--- src/rtl/bgp_pkg.sv ---
package bgp_pkg;

	// =====================================================================
	// Geometry
	localparam int unsigned PORT_COUNT = 2;
	localparam int unsigned PORT_WIDTH = 8;
	localparam int unsigned PIN_COUNT  = PORT_COUNT * PORT_WIDTH;
	localparam int unsigned ADDR_WIDTH = 4;

	// =====================================================================
	// Register map
	// Each port owns three consecutive locations starting at its base.
	localparam logic [ADDR_WIDTH-1:0] PORT_STRIDE  = 4'h3;
	localparam logic [ADDR_WIDTH-1:0] OFS_DRIVE    = 4'h0;
	localparam logic [ADDR_WIDTH-1:0] OFS_DIR      = 4'h1;
	localparam logic [ADDR_WIDTH-1:0] OFS_SAMPLE   = 4'h2;
	localparam logic [ADDR_WIDTH-1:0] ADDR_MCU_CTL = 4'hF;

	// Field position of the global pull-up disable in the control register.
	localparam int unsigned BIT_PULLUP_DISABLE = 0;

	// =====================================================================
	// Reset values
	localparam logic [PORT_WIDTH-1:0] RST_DRIVE  = 8'h00;
	localparam logic [PORT_WIDTH-1:0] RST_DIR    = 8'h00;
	localparam logic [PORT_WIDTH-1:0] RST_SAMPLE = 8'h00;
	localparam logic                  RST_NOPULL = 1'h0;
	localparam logic [PORT_WIDTH-1:0] READ_IDLE  = 8'h00;

	// =====================================================================
	// Register kinds seen by the decoder
	typedef enum logic [2:0] {
		KIND_DRIVE,
		KIND_DIR,
		KIND_SAMPLE,
		KIND_CTRL,
		KIND_NONE
	} bgp_kind_t;

endpackage

--- src/rtl/bgp_sync_if.sv ---
interface bgp_sync_if;

	// =====================================================================
	// Raw pin levels in, qualified levels out, one port wide.
	logic [bgp_pkg::PORT_WIDTH-1:0] raw;
	logic [bgp_pkg::PORT_WIDTH-1:0] level;

	modport sync (
		input  raw,
		output level
	);

	modport user (
		output raw,
		input  level
	);

endinterface

--- src/rtl/bgp_input_sync.sv ---
module bgp_input_sync (
	input  wire logic clk,
	input  wire logic resetn,
	bgp_sync_if.sync  port
);

	// =====================================================================
	// Three-stage capture
	// The first stage may go metastable, so only the second stage reads it.
	logic [bgp_pkg::PORT_WIDTH-1:0] stage1;
	logic [bgp_pkg::PORT_WIDTH-1:0] stage2;
	logic [bgp_pkg::PORT_WIDTH-1:0] stage3;
	logic [bgp_pkg::PORT_WIDTH-1:0] level;

	always_ff @(posedge clk) begin
		if (!resetn) begin
			stage1 <= bgp_pkg::RST_SAMPLE;
			stage2 <= bgp_pkg::RST_SAMPLE;
			stage3 <= bgp_pkg::RST_SAMPLE;
		end else begin
			stage1 <= port.raw;
			stage2 <= stage1;
			stage3 <= stage2;
		end
	end

	// =====================================================================
	// Qualification
	// A bit takes a new level only once the last two stages agree.
	always_ff @(posedge clk) begin
		if (!resetn) begin
			level <= bgp_pkg::RST_SAMPLE;
		end else begin
			for (int i = 0; i < bgp_pkg::PORT_WIDTH; i++) begin
				if (stage2[i] == stage3[i]) begin
					level[i] <= stage3[i];
				end
			end
		end
	end

	assign port.level = level;

endmodule

--- src/rtl/bgp_gpio_port.sv ---
// Functional notes
// - Direction bit one makes the pin an output, zero an input.
// - Input with drive value one enables its pull-up, otherwise off.
// - During reset every pin floats, even with no clock running.
// - Output pins drive high for drive value one, low for zero.
// - Writing one to a sampled-level bit inverts that drive value bit.
// - Per port: drive value and direction read/write, sampled level read.
// - Global pull-up disable switches off pull-ups on every pin.
// - Changing one bit leaves every other pin of the port untouched.
// - After reset direction and drive value are zero: floating input.
// - Alternate function on some pins leaves the others as plain I/O.
// - Sampled level shows the pin itself in input and output modes.
// - Pin level reaches the sampled-level register through a synchroniser.
//
// The address-and-strobe port and the register addresses were decided locally.
module bgp_gpio_port (
	input  wire logic                                  clk,
	input  wire logic                                  resetn,
	input  wire logic [bgp_pkg::ADDR_WIDTH-1:0]        regAddr,
	input  wire logic [bgp_pkg::PORT_WIDTH-1:0]        regWdata,
	input  wire logic                                  regWrite,
	input  wire logic                                  regRead,
	output      logic [bgp_pkg::PORT_WIDTH-1:0]        regRdata,
	input  wire logic [bgp_pkg::PIN_COUNT-1:0]         pinIn,
	output      logic [bgp_pkg::PIN_COUNT-1:0]         pinOut,
	output      logic [bgp_pkg::PIN_COUNT-1:0]         pinOe,
	output      logic [bgp_pkg::PIN_COUNT-1:0]         pinPullup,
	input  wire logic [bgp_pkg::PIN_COUNT-1:0]         altEnable,
	input  wire logic [bgp_pkg::PIN_COUNT-1:0]         altOe,
	input  wire logic [bgp_pkg::PIN_COUNT-1:0]         altOut,
	output      logic                                  globalPullupDisable
);

	localparam int unsigned NP = bgp_pkg::PORT_COUNT;
	localparam int unsigned NW = bgp_pkg::PORT_WIDTH;

	// =====================================================================
	// Address decoding
	// Used by the write path and the read path alike.
	function automatic bgp_pkg::bgp_kind_t decodeKind(
		input logic [bgp_pkg::ADDR_WIDTH-1:0] addr
	);
		logic [bgp_pkg::ADDR_WIDTH-1:0] base;
		decodeKind = bgp_pkg::KIND_NONE;
		if (addr == bgp_pkg::ADDR_MCU_CTL) begin
			decodeKind = bgp_pkg::KIND_CTRL;
		end
		for (int p = 0; p < NP; p++) begin
			base = bgp_pkg::ADDR_WIDTH'(p * int'(bgp_pkg::PORT_STRIDE));
			if (addr == base + bgp_pkg::OFS_DRIVE) begin
				decodeKind = bgp_pkg::KIND_DRIVE;
			end
			if (addr == base + bgp_pkg::OFS_DIR) begin
				decodeKind = bgp_pkg::KIND_DIR;
			end
			if (addr == base + bgp_pkg::OFS_SAMPLE) begin
				decodeKind = bgp_pkg::KIND_SAMPLE;
			end
		end
	endfunction

	// Port index of a port location; meaningless for other kinds.
	function automatic int unsigned decodePort(
		input logic [bgp_pkg::ADDR_WIDTH-1:0] addr
	);
		logic [bgp_pkg::ADDR_WIDTH-1:0] base;
		decodePort = 0;
		for (int p = 0; p < NP; p++) begin
			base = bgp_pkg::ADDR_WIDTH'(p * int'(bgp_pkg::PORT_STRIDE));
			if (addr >= base && addr < base + bgp_pkg::PORT_STRIDE) begin
				decodePort = p;
			end
		end
	endfunction

	bgp_pkg::bgp_kind_t wrKind;
	bgp_pkg::bgp_kind_t rdKind;
	int unsigned        wrPort;
	int unsigned        rdPort;

	always_comb begin
		wrKind = decodeKind(regAddr);
		rdKind = decodeKind(regAddr);
		wrPort = decodePort(regAddr);
		rdPort = decodePort(regAddr);
	end

	// =====================================================================
	// Control register
	logic pullupDisable;

	always_ff @(posedge clk) begin
		if (!resetn) begin
			pullupDisable <= bgp_pkg::RST_NOPULL;
		end else if (regWrite && wrKind == bgp_pkg::KIND_CTRL) begin
			pullupDisable <= regWdata[bgp_pkg::BIT_PULLUP_DISABLE];
		end
	end

	assign globalPullupDisable = pullupDisable;

	// =====================================================================
	// Per-port registers and pin logic
	logic [NW-1:0] driveValue [NP];
	logic [NW-1:0] direction  [NP];
	logic [NW-1:0] sampled    [NP];

	generate
		for (genvar p = 0; p < NP; p++) begin : g_port
			bgp_sync_if syncBus ();

			logic wrDrive;
			logic wrDir;
			logic wrToggle;

			assign wrDrive  = regWrite && wrPort == p
				&& wrKind == bgp_pkg::KIND_DRIVE;
			assign wrDir    = regWrite && wrPort == p
				&& wrKind == bgp_pkg::KIND_DIR;
			assign wrToggle = regWrite && wrPort == p
				&& wrKind == bgp_pkg::KIND_SAMPLE;

			// Whole-byte write; bits written back unchanged stay put,
			// so a read-modify-write of one bit touches only that pin.
			always_ff @(posedge clk) begin
				if (!resetn) begin
					direction[p] <= bgp_pkg::RST_DIR;
				end else if (wrDir) begin
					direction[p] <= regWdata;
				end
			end

			// A toggle write flips drive bits whatever the direction,
			// and zeros in the written byte leave their bits alone.
			always_ff @(posedge clk) begin
				if (!resetn) begin
					driveValue[p] <= bgp_pkg::RST_DRIVE;
				end else if (wrDrive) begin
					driveValue[p] <= regWdata;
				end else if (wrToggle) begin
					driveValue[p] <= driveValue[p] ^ regWdata;
				end
			end

			// The pad level is watched in every mode, so an output pin
			// held against a strong external load reads what it really is.
			assign syncBus.raw = pinIn[p*NW +: NW];

			bgp_input_sync u_sync (
				.clk    (clk),
				.resetn (resetn),
				.port   (syncBus.sync)
			);

			assign sampled[p] = syncBus.level;

			for (genvar n = 0; n < NW; n++) begin : g_pin
				localparam int unsigned IDX = p * NW + n;

				logic gpioOe;
				logic gpioPull;

				assign gpioOe   = direction[p][n];
				assign gpioPull = !direction[p][n]
					&& driveValue[p][n]
					&& !pullupDisable;

				// Reset gates the pads combinationally so they float at
				// once, without waiting for a clock edge.
				always_comb begin
					if (!resetn) begin
						pinOe[IDX]     = 1'h0;
						pinPullup[IDX] = 1'h0;
						pinOut[IDX]    = 1'h0;
					end else if (altEnable[IDX]) begin
						pinOe[IDX]     = altOe[IDX];
						pinPullup[IDX] = 1'h0;
						pinOut[IDX]    = altOut[IDX];
					end else begin
						pinOe[IDX]     = gpioOe;
						pinPullup[IDX] = gpioPull;
						pinOut[IDX]    = driveValue[p][n];
					end
				end
			end
		end
	endgenerate

	// =====================================================================
	// Read path
	// Data stand only in the cycle after the read strobe; the sampled
	// location is read-only, its write side effect being the toggle above.
	logic [NW-1:0] readValue;

	always_comb begin
		readValue = bgp_pkg::READ_IDLE;
		unique case (rdKind)
			bgp_pkg::KIND_DRIVE:  readValue = driveValue[rdPort];
			bgp_pkg::KIND_DIR:    readValue = direction[rdPort];
			bgp_pkg::KIND_SAMPLE: readValue = sampled[rdPort];
			bgp_pkg::KIND_CTRL: begin
				readValue[bgp_pkg::BIT_PULLUP_DISABLE] = pullupDisable;
			end
			bgp_pkg::KIND_NONE:   readValue = bgp_pkg::READ_IDLE;
		endcase
	end

	always_ff @(posedge clk) begin
		if (!resetn) begin
			regRdata <= bgp_pkg::READ_IDLE;
		end else if (regRead) begin
			regRdata <= readValue;
		end else begin
			regRdata <= bgp_pkg::READ_IDLE;
		end
	end

endmodule

--- config.mk ---
export PLATFORM = sky130hd
export DESIGN_NAME = bgp_gpio_port
export DESIGN_NICKNAME = d
export VERILOG_FILES = /design/src/rtl/bgp_pkg.sv /design/src/rtl/bgp_sync_if.sv /design/src/rtl/bgp_input_sync.sv /design/src/rtl/bgp_gpio_port.sv
export SDC_FILE = /design/constraint.sdc
export NUM_CORES = 1
export LEC_CHECK = 0
export BUFFER_PORTS_ARGS = -buffer_cell sky130_fd_sc_hd__buf_4
export CORE_MARGIN = 2
export CORE_UTILIZATION = 47
export DETAILED_ROUTE_END_ITERATION = 10
export PLACE_DENSITY = 0.83
export SLEW_MARGIN = 20
export SYNTH_ARGS = -nofsm -noshare
export SYNTH_HDL_FRONTEND = slang
export SYNTH_HIERARCHICAL = 1
export SYNTH_SLANG_ARGS = --single-unit
--- constraint.sdc ---
create_clock -name clk -period 1.65 [get_ports clk]
set_input_delay 0.2475 -clock clk [delete_from_list [all_inputs] [get_ports clk]]
set_output_delay 0.2475 -clock clk [all_outputs]
set_load 0.01 [all_outputs]
==> flow_metrics.env <==
export IMPL_synth_area_um2=4720
export IMPL_crit_chain="nand2b_4 > buf_12 > nor3_2 > buf_4"
export IMPL_final_hold_violation_count=0
export IMPL_viasPerCell=5.35
export IMPL_fillCellCount=794
export IMPL_tightest_slew_ns=0.424
export IMPL_synth_seq_area_share_pct=51.3
export IMPL_dr_pass1_iters=5
export IMPL_p_leak_uw=0.00253
export IMPL_critPathRequiredTime_ns=1.40
export IMPL_grt_pass1_vias=3769
export IMPL_die_x_um=104
export IMPL_clockBufferDepth=2
export IMPL_path_clk_slew_ns=0.10
export IMPL_crit_arrival_ns=1.39
export IMPL_worstReg2RegEnd="regRdata[3]$_SDFF_PN0_"
export IMPL_whs_path_depth=2
export IMPL_fin_hold_ws_ns=0.0827
export IMPL_critPathMaxFanout=16
export IMPL_rrSetupSlack_ns=0.40
export IMPL_antenna_found_initial=0
export IMPL_hp_class="input pin to register"
export IMPL_min_from="pinIn[9]"
export IMPL_cp_start_kind="register"
export IMPL_slew_headroom_pct=71.6
export IMPL_maxCapViolCount=0
export IMPL_rsz0062_at_grt="true"
export IMPL_syn_avg_cell_area_um2=10.2
export IMPL_fin_cells=736
export IMPL_grt_usage_pct=22.7
export IMPL_grt_overflow=0
export IMPL_outcome="completed"
export IMPL_clk_latency_ns=0.37
export IMPL_setup_slack_ns=0.0164
export IMPL_grt_pass1_wl_um=19400
export IMPL_dp_slack_ns=0.167
export IMPL_setup_viol=0
export IMPL_reg2reg_depth=3
export IMPL_die_h_um=104
export IMPL_io_pins=137
export IMPL_core_rowCount=36
export IMPL_holdPathEnd="g_port[1].u_sync/stage1[1]$_SDFF_PN0_"
export IMPL_worst_path_largest_cell_delay_ns=0.37
export IMPL_reg2reg_from="driveValue[0][3]$_DFFE_PP_"
export IMPL_peakVddDrop_v=0.000695
export IMPL_power_uw=5140
export IMPL_root_buffer="clkbuf_8"
export IMPL_critPathKind="register to output port"
export IMPL_wl_per_cell_um=16.5
export IMPL_synth_edff_count=32
export IMPL_synth_seq_cells=105
export IMPL_grt_max_degree=28
export IMPL_max_freq_mhz=612
export IMPL_diodes=0
export IMPL_drv_slew=0
export IMPL_drive_above_1_share_pct=33.2
export IMPL_dp_cells=719
export IMPL_ctsHoldBuffers=0
export IMPL_cp_end_kind="output port"
export IMPL_finalCriticalPeriod_ns=1.63
export IMPL_initial_core_util_pct=48.3
export IMPL_synth_cell_type_count=41
export IMPL_finalClockSkew_ns=0.00757
export IMPL_critical_path_slowest_cell="dfxtp_4"
export IMPL_mostFrequentLayoutCells="149 x buf_4, 72 x dfxtp_1, 57 x and2_1"
export IMPL_syn_inst=463
export IMPL_synth_warnings=6
export IMPL_final_util_pct=63.3
export IMPL_postRouteAntennaNets=0
export IMPL_fin_crit_sh_pct=99.0
export IMPL_io_buffers=136
export IMPL_synthFlopType="dfxtp_1"
export IMPL_htree_levels=3
export IMPL_final_common_cell="buf_4"
export IMPL_via_count=3939
export IMPL_routabilityCongestion=0.926
export IMPL_syn_num_nets=543
export IMPL_cts_made_buffers=9
export IMPL_synthArstFlopShare_pct=0
export IMPL_cellPowerDensity_nw_per_um2=831
export IMPL_hpwl_um=9400
export IMPL_drt_wl_total_um=12100
export IMPL_areaGrowthSynthToFinish_pct=30.9
export IMPL_cts_tree="done"
export IMPL_first_iter_violations=367
export IMPL_core_area_um2=9770
export IMPL_die_area_um2=10900
export IMPL_cts_sinks=105
export IMPL_final_nets=678
export IMPL_drc=0
-- report_power, final --
part           switching [uW]  total (uW)  internal, uW  leakage (uW)
Combinational             309         659           349       0.00151
Sequential               76.2        2820          2750      0.000919
Clock                     849        1660           806      0.000103
-- area by class of cell --
cell class | count | area [um^2] | share of cell area, %
Sequential cell | 105 | 2430 | 39.2
Multi-Input combinational cell | 331 | 2230 | 36.1
Timing Repair Buffer | 151 | 1150 | 18.6
Tap cell | 133 | 166 | 2.69
Clock buffer | 12 | 156 | 2.53
Clock inverter | 4 | 55.1 | 0.890
-- through the flow --
stage               setup TNS (ns)  area, um^2
global placement                 0        5850
CTS                        -0.0335        6100
detailed placement               0        5850
finish                           0        6190
global route                -0.176        6190
floorplan                    -1.19        4720
-- metal layers --
metal,routed length (um),part of all wire (%),GRT usage (%)
met4,181,1.5,6.85
met5,0,0,0
met1,4800,40,29.8
met3,1020,8.4,5.14
met2,6120,50,37.5
-- cell families (layout without fill, tap and decap cells) --
group / count (synthesis) / count (layout) / synth area share [%]
simple gates: 212 / 212 / 24.7
mux: 17 / 17 / 3.60
xor+xnor: 16 / 16 / 2.97
compound gates: 86 / 86 / 13.9
flops: 105 / 105 / 51.3
buf+inv: 27 / 167 / 3.50
-- synthesized netlist by cell type, types with 9 or more instances --
library cell,n,area share (%)
nand2_1,47,3.7
a21boi_2,12,2.9
nor2_1,16,1.3
nor3_1,16,1.7
mux2i_1,17,3.6
nor2b_1,20,2.6
xor2_1,16,3.0
clkbuf_1,9,0.71
nand3_1,10,1.1
and2_1,57,7.5
nand2b_1,18,2.4
edfxtp_1,32,20
o21ai_0,16,1.7
dfxtp_1,73,31
a22oi_1,9,1.4
a21boi_0,20,3.2
-- sequential cells by signal, indices dropped and copies added (netlist names) --
name / flops
direction: 16
globalPullupDisable: 1
g_port.u_sync/stage2: 16
g_port.u_sync/port.level: 16
regRdata: 8
g_port.u_sync/stage1: 16
g_port.u_sync/stage3: 16
driveValue: 16
-- what timing repair did --
item | CTS | global route
setup endpoints to repair | 16 | 16
pin swaps | 0 | 1
resized for setup | 9 | 15
setup buffers | 0 | 1
-- critical path, delay by kind of cell, from the launching register on --
| family | cells | cell delay (ns) |
|---|---|---|
| flip-flops | 1 | 0.37 |
| buffers and inverters | 2 | 0.31 |
| AND/OR/NAND/NOR | 2 | 0.33 |
-- worst max path at each step --
stage	from	to	slack (ns)	cells past startpoint
after floorplan	regAddr[3]	direction[0][0]$_SDFFCE_PN0P_	-0.08	5
after global placement	regAddr[0]	regRdata[7]$_SDFF_PN0_	0.19	5
after detailed placement	resetn	driveValue[1][1]$_SDFFCE_PN0P_	0.17	5
after CTS	globalPullupDisable$_SDFFE_PN0P_	pinPullup[13]	-0.01	4
after global routing	globalPullupDisable$_SDFFE_PN0P_	pinPullup[11]	-0.07	4
final	globalPullupDisable$_SDFFE_PN0P_	pinPullup[15]	0.02	4
(Power assumes the default switching activity.)
